**config.mk**
```make
export PLATFORM = sky130hd
export DESIGN_NAME = tpas_top
export DESIGN_NICKNAME = d
export VERILOG_FILES = /design/src/rtl/tpas_pkg.sv /design/src/rtl/tpas_event_log.sv /design/src/rtl/tpas_ms_timer.sv /design/src/rtl/tpas_top.sv
export SDC_FILE = /design/constraint.sdc
export NUM_CORES = 2
export LEC_CHECK = 0
export BUFFER_PORTS_ARGS = -buffer_cell sky130_fd_sc_hd__buf_2
export CAP_MARGIN = 10
export CORE_MARGIN = 1.5
export CORE_UTILIZATION = 67
export CTS_CLUSTER_SIZE = 25
export DETAILED_ROUTE_END_ITERATION = 7
export PLACE_DENSITY_LB_ADDON = 0.08
export SYNTH_ARGS = -nofsm -noshare
export SYNTH_HDL_FRONTEND = slang
export SYNTH_HIERARCHICAL = 1
export SYNTH_SLANG_ARGS = --single-unit
export TNS_END_PERCENT = 1
```
**constraint.sdc**
```tcl
create_clock -name clock -period 6.2 [get_ports clock]
set_input_delay 0.93 -clock clock [delete_from_list [all_inputs] [get_ports clock]]
set_output_delay 0.93 -clock clock [all_outputs]
set_load 0.03 [all_outputs]
```
**src/rtl/tpas_pkg.sv**
```systemverilog
package tpas_pkg;

	// ==========================================================
	// clock and timing
	localparam int  CLK_HZ          = 20_000_000;
	localparam int  MS_PER_S        = 1000;
	localparam int  TICK_CYCLES     = CLK_HZ / MS_PER_S;
	localparam int  GUARD_LOW_MS    = 50;
	localparam int  STARTUP_MS      = 500;
	localparam int  UNBLOCK_MS      = 50;
	localparam int  LONG_BLOCK_MS   = 500;
	localparam real LONG_UNBLOCK_S  = 2.5;
	localparam int  LONG_UNBLOCK_MS = int'(LONG_UNBLOCK_S * MS_PER_S);
	localparam int  SIG_LOSS_MS     = 50;
	localparam int  TMR_W           = 12;

	// ==========================================================
	// timer slots
	localparam int TMR_GLOW   = 0;
	localparam int TMR_SGUARD = 1;
	localparam int TMR_OK     = 2;
	localparam int TMR_OKLONG = 3;
	localparam int TMR_BLK    = 4;
	localparam int TMR_LOSS   = 5;
	localparam int TMR_SSIG   = 6;
	localparam int TMR_NUM    = 7;
	localparam int TMR_LIMIT [0:TMR_NUM-1] = '{GUARD_LOW_MS, STARTUP_MS, UNBLOCK_MS, LONG_UNBLOCK_MS,
		LONG_BLOCK_MS, SIG_LOSS_MS, STARTUP_MS};

	// ==========================================================
	// levels
	localparam int  NOISE_BW_KHZ  = 4;
	localparam int  NOISE_BW_DB   = int'(10.0 * $log10(NOISE_BW_KHZ));
	localparam int  LOW_GUARD_DB  = 5;
	localparam int  EXC_GUARD_DB  = 6;
	localparam int  DB_W          = 8;
	localparam int  CALC_W        = 10;

	// ==========================================================
	// sizes, defaults and log entry kinds
	localparam int       NUM_CMD       = 4;
	localparam int       NUM_ALARM     = 9;
	localparam int       CNT_W_DEF     = 16;
	localparam int       LOG_DEPTH_DEF = 16;
	localparam int       CODE_W        = 8;
	localparam bit [1:0] KIND_SERVICE  = 2'h0;
	localparam bit [1:0] KIND_APPEAR   = 2'h1;
	localparam bit [1:0] KIND_VANISH   = 2'h2;
	localparam bit [1:0] KIND_SECURITY = 2'h3;

	typedef logic signed [DB_W-1:0] tpas_db_t;

	typedef enum logic [1:0] {RX_OPEN, RX_BLOCKED, RX_BLOCKED_LONG} tpas_rx_e;

	typedef struct packed {
		tpas_db_t guard_db;
		tpas_db_t noise_db;
	} tpas_meas_s;

	typedef struct packed {
		tpas_db_t nominal_db;
		tpas_db_t minimum_db;
		tpas_db_t snr_min_db;
	} tpas_cfg_s;

	typedef struct packed {
		logic cfg_error;
		logic manual_block;
		logic dev_error;
		logic test_fail;
		logic exc_guard;
		logic low_guard;
		logic low_snr;
		logic sig_loss;
		logic rx_blocked;
	} tpas_alarm_s;

	typedef struct packed {
		logic [4:0]  day;
		logic [3:0]  month;
		logic [11:0] year;
		logic [4:0]  hour;
		logic [5:0]  minute;
		logic [5:0]  second;
		logic [9:0]  msec;
	} tpas_stamp_s;

	typedef struct packed {
		logic [1:0]        kind;
		logic [CODE_W-1:0] code;
		tpas_stamp_s       stamp;
	} tpas_entry_s;

endpackage

```
**src/rtl/tpas_event_log.sv**
```systemverilog
`timescale 1ns/1ps
module tpas_event_log
	import tpas_pkg::*;
#(
	parameter int DEPTH        = LOG_DEPTH_DEF,
	parameter bit ALLOW_DELETE = 1'b1,
	parameter int IW           = $clog2(DEPTH)
)(
	input  wire logic        clock,
	input  wire logic        reset_n,
	input  wire logic        clock_en,
	input  wire logic        wr_en,
	input  wire tpas_entry_s wr_entry,
	input  wire logic        del_req,
	input  wire logic [IW-1:0] rd_index,
	output tpas_entry_s      rd_entry,
	output logic [IW:0]      count,
	output logic             del_rejected
);
	// ==========================================================
	// ring of entries, newest at index 0
	tpas_entry_s   mem [DEPTH];
	tpas_entry_s   next_mem [DEPTH];
	tpas_entry_s   next_rd;
	logic [IW-1:0] head;
	logic [IW-1:0] next_head;
	logic [IW:0]   next_count;
	logic          next_rej;
	int            pos;

	always_comb begin
		next_mem   = mem;
		next_head  = head;
		next_count = count;
		next_rej   = 1'b0;
		pos        = int'(head) - 1 - int'(rd_index);
		if (pos < 0)
			pos = pos + DEPTH;
		if (del_req) begin
			if (ALLOW_DELETE)
				next_count = '0;
			else
				next_rej = 1'b1;
		end
		if (wr_en) begin
			next_mem[head] = wr_entry;
			next_head      = (head == IW'(DEPTH - 1)) ? '0 : head + 1'b1;
			if (next_count != (IW+1)'(DEPTH))
				next_count = next_count + 1'b1;
		end
		next_rd = ({1'b0, rd_index} < count) ? mem[pos[IW-1:0]] : '0;
	end

	always_ff @(posedge clock or negedge reset_n) begin
		if (!reset_n) begin
			for (int i = 0; i < DEPTH; i++)
				mem[i] <= '0;
			head         <= '0;
			count        <= '0;
			del_rejected <= 1'b0;
			rd_entry     <= '0;
		end else if (clock_en) begin
			mem          <= next_mem;
			head         <= next_head;
			count        <= next_count;
			del_rejected <= next_rej;
			rd_entry     <= next_rd;
		end
	end
endmodule

```
**src/rtl/tpas_ms_timer.sv**
```systemverilog
`timescale 1ns/1ps
module tpas_ms_timer
	import tpas_pkg::*;
#(
	parameter int LIMIT = 50,
	parameter int W     = TMR_W
)(
	input  wire logic clock,
	input  wire logic reset_n,
	input  wire logic clock_en,
	input  wire logic ms_tick,
	input  wire logic run,
	output logic      done
);
	// ==========================================================
	// restartable millisecond counter
	localparam logic [W-1:0] TERMINAL = W'(LIMIT + 1);

	logic [W-1:0] count;
	logic [W-1:0] next_count;
	logic         next_done;

	always_comb begin
		next_count = count;
		if (!run)
			next_count = '0;
		else if (ms_tick && count != TERMINAL)
			next_count = count + 1'b1;
		next_done = run && (next_count == TERMINAL);
	end

	always_ff @(posedge clock or negedge reset_n) begin
		if (!reset_n) begin
			count <= '0;
			done  <= 1'b0;
		end else if (clock_en) begin
			count <= next_count;
			done  <= next_done;
		end
	end
endmodule

```
**src/rtl/tpas_top.sv**
```systemverilog
`timescale 1ns/1ps
// How it works
// - management output block forces receiver blocking
// - low guard 50 ms without trip blocks
// - no guard 500 ms after start blocks
// - unblock needs 50 ms continuous guard
// - blocking over 500 ms needs 2.5 s
// - guard gone 50 ms, no command: signal loss
// - no signal 500 ms after start: loss
// - snr below programmed threshold raises alarm
// - snr from nominal guard, noise over 4 kHz
// - guard 5 dB below nominal: low guard
// - guard 6 dB above nominal: excessive guard
// - failed local loop test raises alarm
// - flash, eeprom or rtc fault: device error
// - forced blocking shows manual-blocking alarm meanwhile
// - bad stored configuration at self-check flags alarm
// - per-command transmit and receive counters readable
// - activation counter per input and output
// - live input, output and command flags
// - each alarm red when present, else green
// - user log and separate security log
// - entries carry description and full timestamp
// - security log refuses delete, user log allows
module tpas_top
	import tpas_pkg::*;
#(
	parameter int TICK_DIV  = TICK_CYCLES,
	parameter int CNT_W     = CNT_W_DEF,
	parameter int LOG_DEPTH = LOG_DEPTH_DEF,
	parameter int LIW       = $clog2(LOG_DEPTH)
)(
	input  wire logic                   clock,
	input  wire logic                   reset_n,
	input  wire logic                   clock_en,
	input  wire logic                   mgmt_rx_block,
	input  wire logic                   mgmt_force_block,
	input  wire logic                   guard_present,
	input  wire tpas_meas_s             meas,
	input  wire tpas_cfg_s              cfg,
	input  wire logic [NUM_CMD-1:0]     cmd_tx_active,
	input  wire logic [NUM_CMD-1:0]     cmd_rx_active,
	input  wire logic [NUM_CMD-1:0]     command_input,
	input  wire logic [NUM_CMD-1:0]     command_output,
	input  wire logic                   loop_test_done,
	input  wire logic                   loop_test_pass,
	input  wire logic [2:0]             hw_fault,
	input  wire logic                   selfcheck_done,
	input  wire logic                   selfcheck_cfg_bad,
	input  wire logic                   count_clear,
	input  wire tpas_stamp_s            now,
	input  wire logic                   service_evt,
	input  wire logic [CODE_W-1:0]      service_code,
	input  wire logic                   security_evt,
	input  wire logic [CODE_W-1:0]      security_code,
	input  wire logic                   user_log_delete,
	input  wire logic                   security_log_delete,
	input  wire logic [LIW-1:0]         log_rd_index,
	output tpas_alarm_s                 alarm,
	output logic [NUM_ALARM-1:0]        alarm_red,
	output logic [NUM_ALARM-1:0]        alarm_green,
	output logic [NUM_CMD-1:0][CNT_W-1:0] transmit_counter_row,
	output logic [NUM_CMD-1:0][CNT_W-1:0] receive_counter_row,
	output logic [NUM_CMD-1:0][CNT_W-1:0] input_act_count,
	output logic [NUM_CMD-1:0][CNT_W-1:0] output_act_count,
	output logic [NUM_CMD-1:0]          input_active,
	output logic [NUM_CMD-1:0]          output_active,
	output logic [NUM_CMD-1:0]          cmd_tx_flag,
	output logic [NUM_CMD-1:0]          cmd_rx_flag,
	output tpas_entry_s                 user_log_entry,
	output logic [LIW:0]                user_log_count,
	output tpas_entry_s                 security_log_entry,
	output logic [LIW:0]                security_log_count,
	output logic                        delete_rejected
);
	// ==========================================================
	// decode helpers
	function automatic logic [3:0] first_set(input logic [NUM_ALARM-1:0] v);
		logic [3:0] idx;
		idx = '0;
		for (int i = NUM_ALARM - 1; i >= 0; i--)
			if (v[i])
				idx = 4'(i);
		return idx;
	endfunction

	function automatic logic signed [CALC_W-1:0] wide(input tpas_db_t v);
		return CALC_W'(v);
	endfunction

	// ==========================================================
	// millisecond tick
	localparam int TW = $clog2(TICK_DIV + 1);

	logic [TW-1:0] tick_cnt;
	logic [TW-1:0] next_tick_cnt;
	logic          ms_tick;
	logic          next_ms_tick;

	always_comb begin
		next_tick_cnt = tick_cnt + 1'b1;
		next_ms_tick  = 1'b0;
		if (tick_cnt == TW'(TICK_DIV - 1)) begin
			next_tick_cnt = '0;
			next_ms_tick  = 1'b1;
		end
	end

	always_ff @(posedge clock or negedge reset_n) begin
		if (!reset_n) begin
			tick_cnt <= '0;
			ms_tick  <= 1'b0;
		end else if (clock_en) begin
			tick_cnt <= next_tick_cnt;
			ms_tick  <= next_ms_tick;
		end
	end

	// ==========================================================
	// supervision timers
	logic                guard_ok;
	logic                any_rx;
	logic                guard_seen;
	logic                signal_seen;
	logic                next_guard_seen;
	logic                next_signal_seen;
	logic [TMR_NUM-1:0]  tmr_run;
	logic [TMR_NUM-1:0]  tmr_done;
	tpas_rx_e            rx_state;
	tpas_rx_e            next_rx_state;

	assign guard_ok = guard_present && (meas.guard_db >= cfg.minimum_db);
	assign any_rx   = |cmd_rx_active;

	always_comb begin
		next_guard_seen  = guard_seen | guard_present;
		next_signal_seen = signal_seen | guard_present | any_rx;
		tmr_run             = '0;
		tmr_run[TMR_GLOW]   = !guard_ok && !any_rx;
		tmr_run[TMR_SGUARD] = !guard_seen;
		tmr_run[TMR_OK]     = guard_ok;
		tmr_run[TMR_OKLONG] = guard_ok;
		tmr_run[TMR_BLK]    = (rx_state == RX_BLOCKED);
		tmr_run[TMR_LOSS]   = !guard_present && !any_rx;
		tmr_run[TMR_SSIG]   = !signal_seen;
	end

	for (genvar t = 0; t < TMR_NUM; t++) begin : g_tmr
		tpas_ms_timer #(
			.LIMIT (TMR_LIMIT[t]),
			.W     (TMR_W)
		) u_tmr (
			.clock    (clock),
			.reset_n  (reset_n),
			.clock_en (clock_en),
			.ms_tick  (ms_tick),
			.run      (tmr_run[t]),
			.done     (tmr_done[t])
		);
	end

	// ==========================================================
	// receiver blocking state
	logic block_cond;

	assign block_cond = mgmt_rx_block || tmr_done[TMR_GLOW] || tmr_done[TMR_SGUARD];

	always_comb begin
		next_rx_state = rx_state;
		unique case (rx_state)
			RX_OPEN: begin
				if (block_cond)
					next_rx_state = RX_BLOCKED;
			end
			RX_BLOCKED: begin
				if (tmr_done[TMR_BLK])
					next_rx_state = RX_BLOCKED_LONG;
				else if (!block_cond && tmr_done[TMR_OK])
					next_rx_state = RX_OPEN;
			end
			RX_BLOCKED_LONG: begin
				if (!block_cond && tmr_done[TMR_OKLONG])
					next_rx_state = RX_OPEN;
			end
		endcase
	end

	always_ff @(posedge clock or negedge reset_n) begin
		if (!reset_n) begin
			rx_state    <= RX_OPEN;
			guard_seen  <= 1'b0;
			signal_seen <= 1'b0;
		end else if (clock_en) begin
			rx_state    <= next_rx_state;
			guard_seen  <= next_guard_seen;
			signal_seen <= next_signal_seen;
		end
	end

	// ==========================================================
	// alarms
	logic signed [CALC_W-1:0] snr_db;
	logic                     test_bad;
	logic                     cfg_bad;
	logic                     next_test_bad;
	logic                     next_cfg_bad;
	tpas_alarm_s              next_alarm;

	always_comb begin
		snr_db = wide(cfg.nominal_db) - (wide(meas.noise_db) + CALC_W'(NOISE_BW_DB));
		next_test_bad = loop_test_done ? !loop_test_pass : test_bad;
		next_cfg_bad  = selfcheck_done ? selfcheck_cfg_bad : cfg_bad;
		next_alarm.rx_blocked   = (next_rx_state != RX_OPEN);
		next_alarm.sig_loss     = tmr_done[TMR_LOSS] || tmr_done[TMR_SSIG];
		next_alarm.low_snr      = snr_db < wide(cfg.snr_min_db);
		next_alarm.low_guard    = guard_present &&
			(wide(meas.guard_db) <= wide(cfg.nominal_db) - CALC_W'(LOW_GUARD_DB));
		next_alarm.exc_guard    = guard_present &&
			(wide(meas.guard_db) >= wide(cfg.nominal_db) + CALC_W'(EXC_GUARD_DB));
		next_alarm.test_fail    = next_test_bad;
		next_alarm.dev_error    = |hw_fault;
		next_alarm.manual_block = mgmt_force_block;
		next_alarm.cfg_error    = next_cfg_bad;
	end

	always_ff @(posedge clock or negedge reset_n) begin
		if (!reset_n) begin
			test_bad    <= 1'b0;
			cfg_bad     <= 1'b0;
			alarm       <= '0;
			alarm_red   <= '0;
			alarm_green <= '1;
		end else if (clock_en) begin
			test_bad    <= next_test_bad;
			cfg_bad     <= next_cfg_bad;
			alarm       <= next_alarm;
			alarm_red   <= next_alarm;
			alarm_green <= ~next_alarm;
		end
	end

	// ==========================================================
	// counters and live flags
	for (genvar c = 0; c < NUM_CMD; c++) begin : g_cnt
		logic [3:0]            rise;
		logic [3:0][CNT_W-1:0] cur;
		logic [3:0][CNT_W-1:0] nxt;

		assign rise = {command_output[c] & ~output_active[c], command_input[c] & ~input_active[c],
			cmd_rx_active[c] & ~cmd_rx_flag[c], cmd_tx_active[c] & ~cmd_tx_flag[c]};
		assign cur  = {output_act_count[c], input_act_count[c], receive_counter_row[c],
			transmit_counter_row[c]};

		always_comb begin
			for (int k = 0; k < 4; k++)
				nxt[k] = count_clear ? CNT_W'(rise[k]) : cur[k] + CNT_W'(rise[k]);
		end

		always_ff @(posedge clock or negedge reset_n) begin
			if (!reset_n) begin
				transmit_counter_row[c] <= '0;
				receive_counter_row[c]  <= '0;
				input_act_count[c]      <= '0;
				output_act_count[c]     <= '0;
				cmd_tx_flag[c]          <= 1'b0;
				cmd_rx_flag[c]          <= 1'b0;
				input_active[c]         <= 1'b0;
				output_active[c]        <= 1'b0;
			end else if (clock_en) begin
				transmit_counter_row[c] <= nxt[0];
				receive_counter_row[c]  <= nxt[1];
				input_act_count[c]      <= nxt[2];
				output_act_count[c]     <= nxt[3];
				cmd_tx_flag[c]          <= cmd_tx_active[c];
				cmd_rx_flag[c]          <= cmd_rx_active[c];
				input_active[c]         <= command_input[c];
				output_active[c]        <= command_output[c];
			end
		end
	end

	// ==========================================================
	// event logging
	logic [NUM_ALARM-1:0] pend;
	logic [NUM_ALARM-1:0] next_pend;
	logic [NUM_ALARM-1:0] served;
	logic [3:0]           pick;
	logic                 user_wr;
	tpas_entry_s          user_entry;
	tpas_entry_s          sec_entry;
	logic                 user_rej;
	logic                 sec_rej;

	always_comb begin
		pick       = first_set(pend);
		served     = '0;
		user_wr    = 1'b0;
		user_entry = '0;
		if (service_evt) begin
			user_wr    = 1'b1;
			user_entry = '{kind: KIND_SERVICE, code: service_code, stamp: now};
		end else if (|pend) begin
			user_wr      = 1'b1;
			served[pick] = 1'b1;
			user_entry   = '{kind: alarm[pick] ? KIND_APPEAR : KIND_VANISH,
				code: CODE_W'(pick), stamp: now};
		end
		next_pend = (pend & ~served) | (next_alarm ^ alarm);
		sec_entry = '{kind: KIND_SECURITY, code: security_code, stamp: now};
	end

	always_ff @(posedge clock or negedge reset_n) begin
		if (!reset_n) begin
			pend            <= '0;
			delete_rejected <= 1'b0;
		end else if (clock_en) begin
			pend            <= next_pend;
			delete_rejected <= user_rej | sec_rej;
		end
	end

	tpas_event_log #(
		.DEPTH        (LOG_DEPTH),
		.ALLOW_DELETE (1'b1),
		.IW           (LIW)
	) u_user_log (
		.clock        (clock),
		.reset_n      (reset_n),
		.clock_en     (clock_en),
		.wr_en        (user_wr),
		.wr_entry     (user_entry),
		.del_req      (user_log_delete),
		.rd_index     (log_rd_index),
		.rd_entry     (user_log_entry),
		.count        (user_log_count),
		.del_rejected (user_rej)
	);

	tpas_event_log #(
		.DEPTH        (LOG_DEPTH),
		.ALLOW_DELETE (1'b0),
		.IW           (LIW)
	) u_security_log (
		.clock        (clock),
		.reset_n      (reset_n),
		.clock_en     (clock_en),
		.wr_en        (security_evt),
		.wr_entry     (sec_entry),
		.del_req      (security_log_delete),
		.rd_index     (log_rd_index),
		.rd_entry     (security_log_entry),
		.count        (security_log_count),
		.del_rejected (sec_rej)
	);
endmodule

```
==> results by group <==
Global routing
  • Gr ovfl total: 0
  • Largest net degree at the start of global routing: 185
  • Initial antenna violation count: 32
  • Vias in the first global route: 75.12k
  • First-pass GRT wire length: 454200 µm
  • Overall Global Routing Usage: between 30 and 40%

Synth
  • Mux contribution to synthesized area: 28.53%
  • Most used DFF post-synth: dfrtp_1
  • Distinct cells, synth: 90
  • Area fraction in and, or, nand and nor cells after synthesis: under 10%
  • Largest family of logic cells by synthesized area: multiplexers
  • Number of synthesized flops with an enable pin: 0
  • Synth area leaders: dfrtp_1, mux2_2, mux4_2
  • Register bit count reported by yosys: 2402
  • Syn. warnings: 6
  • XOR/XNOR Fraction of Synth Area: 1.730%
  • Post-synth design cell area: between 100000 and 150000 µm²
  • Post-synthesis compound-gate area fraction: 5.498%
  • Adder-cell share of the synthesized area: 1.423%
  • Mean Syn Cell Area: roughly 14 µm²
  • Fraction of registers with async set/reset: 100.0%
  • Sequential-to-total area share from yosys stat: 53.08%
  • Largest area contributor in the netlist: dfrtp_1
  • Cells after Synth: 8267
  • Top-area cell type share of the netlist area: approximately 53%

Die
  • Die Wd: between 400 and 500 µm
  • # rows: 150
  • Die outline height: 414.2 µm
  • Num ports: 568
  • Die Area: 171500 µm²
  • Starting Density: 67.58%
  • Core box area: 167600 µm²

Cells and area
  • Layout Utilization: 75.23%
  • Syn-to-layout area delta: 11.32%
  • Most common cell after layout, fill and taps aside: dfrtp_1
  • Non-Filler Instances: 11.00k
  • Post-route cell area: 126100 µm²
  • # nets final: 8844
  • Most frequent cells in the layout: dfrtp_1, mux2_2, buf_2, mux4_2, nor2b_1
  • Fill cells: 10.56k
  • Fraction of layout cells with a size suffix above 1: roughly 40%

STA
  • Slew margin rel.: 16.75%
  • Max Clock Skew: 0.02644 ns
  • Setup Viol. Count Final: 0
  • Tcrit/Tclk final: 68.83%
  • RSZ-0062 raised after global routing: no
  • Slew Viols, Final: 0
  • Final Critical Period: 4.267 ns
  • Setup TNS: 0 ns
  • Hold Vio Cnt, Final: 0
  • Actual slew at the worst max-slew pin: 1.246 ns
  • Max Clk Rate: about 0.23 GHz

Routing
  • DR DRC count: 0
  • ANT nets after route: 0
  • Final wirelength: 292400 µm
  • Routed via count: just over 70k
  • Post-DR vias/cell: about 6.5
  • DR WL/cell: approximately 27 µm
  • First-pass DRT Iterations: 5
  • DR iter-0 viols: 5337

Status
  • Status: completed

Place
  • Dpl cells: 10.54k
  • Placement Cell Area: 118000 µm²
  • Placer congestion estimate: 0.9070
  • PortBufs: 567
  • Post-DP HPWL: 176500 µm

Clocking
  • Post-CTS setup buffer count: 0
  • Clk Latency, worst-skew pair: 0.88 ns
  • Clk slew on worst S/H paths: 0.06 ns
  • CTS tree: built
  • H-tree levels: 4
  • Clk buf depth: 3
  • Clock root buffer: clkbuf_16
  • # hold bufs at CTS: 0
  • CTS resizes: 0
  • CTS Sinks: ~2.4k
  • CTS buffer count: 238

Worst setup path
  • WS Path Type: flip-flop to flip-flop
  • WP data required: 6.95 ns
  • Startpoint class of the critical path: flip-flop
  • CP Capture Type: flip-flop
  • Critical Path Fanout Max: 43
  • Arr. time, crit path: 5.02 ns

Power and ir drop
  • Leakage: 57.46 nW
  • Pwr dens: roughly 540 nW/µm²
  • Max IR drop VDD: around 0.00091 V

Run
  • Max Cap Viol: 0

Min path
  • Hold crit path type: input port to async pin
## synthesized netlist by cell type (124+ instances only)
| library cell | n |
|---|---|
| xor2_1 | 144 |
| dfrtp_1 | 2393 |
| o21ai_0 | 135 |
| nor2b_1 | 308 |
| mux4_2 | 464 |
| ha_1 | 124 |
| clkbuf_1 | 320 |
| mux2_2 | 1897 |
| inv_1 | 253 |
| nand2_1 | 226 |
| nor2_1 | 312 |
| a211oi_1 | 240 |
| buf_2 | 225 |
## per-stage QoR
stage               total power (W)  hold WS, ns  setup WS [ns]
global route                0.07110      0.07656          1.793
CTS                         0.06805      0.04651          2.062
floorplan                   0.04490       0.4463          2.216
detailed placement          0.05322       0.4674          1.408
global placement            0.05198       0.4610          1.392
finish                      0.06793      0.02127          1.933
## registers in the layout, summed over array words and instances (netlist names), 5 cells and up
signal,count
u_user_log/count,5
receive_counter_row,64
g_tmr.u_tmr/count,84
pend,9
tick_cnt,15
alarm_green,9
u_security_log/mem,928
u_security_log/rd_entry,58
u_user_log/rd_entry,58
alarm_red,9
output_act_count,64
input_act_count,64
g_tmr.u_tmr/done,7
u_user_log/mem,928
u_security_log/count,5
transmit_counter_row,64
## cell type report
type                       count  area, µm²  share of cell area, %
multi-input combinational   4977      49750                  39.46
clock inverter                81      928.4                 0.7363
clock buffer                 361       7124                  5.650
sequential                  2402      60120                  47.68
timing repair buffer         696       4392                  3.483
tap                         2204       2758                  2.187
inverter                     260      975.9                 0.7740
antenna                       14      35.03                0.02779
## worst max-delay path, stage by stage (launching register included)
cell,delay [ns]
dfrtp_1,0.43
nor4_2,0.46
nand2_1,0.17
nor3_2,0.63
inv_1,0.27
and2_1,0.49
nand3_4,0.82
buf_4,0.47
mux2_2,0.38
## power breakdown
group / total [W] / switching (W) / leakage (nW) / internal, W
combinational: 0.0287 / 0.0148 / 22.5 / 0.0139
clock: 0.0147 / 0.00612 / 4.00 / 0.00857
sequential: 0.0245 / 0.00309 / 31.0 / 0.0214
## metal layers
layer	track usage [%]	up-vias	part of all wire (%)
met2	56.99	2067	50
met3	5.443	605	5.3
met4	14.38	26	4.4
met1	45.66	37940	41
li1	-	30900	-
met5	0	-	0.060
## path summary, 6_finish.rpt
| kind | startpoint | end | slack, ns | depth (start not counted) |
|---|---|---|---|---|
| min reg2reg | alarm_green[0] | alarm_green[0] | 0.47 | 1 |
| max in group asynchronous | reset_n | u_security_log/mem[495] | 4.48 | 2 |
| min in group clock | security_log_delete | u_security_log/del_rejected | 0.30 | 2 |
| max | pend[6] | u_user_log/mem[887] | 1.93 | 8 |
| min | reset_n | transmit_counter_row[31] | 0.02 | 1 |
| max reg2reg | pend[6] | u_user_log/mem[887] | 1.93 | 8 |
## logic make-up (layout without fill, tap and decap cells)
group / after synthesis / after routing
AOI/OAI and AO/OA: 851 / 851
DFF: 2402 / 2402
buffers and inverters: 901 / 1398
and+or+nand+nor: 1351 / 1351
muxes: 2411 / 2411
other: 2 / 29
xor gates and xnor gates: 222 / 222
adders and majority gates: 127 / 127
Note: power is estimated with default switching activity, not from simulation.
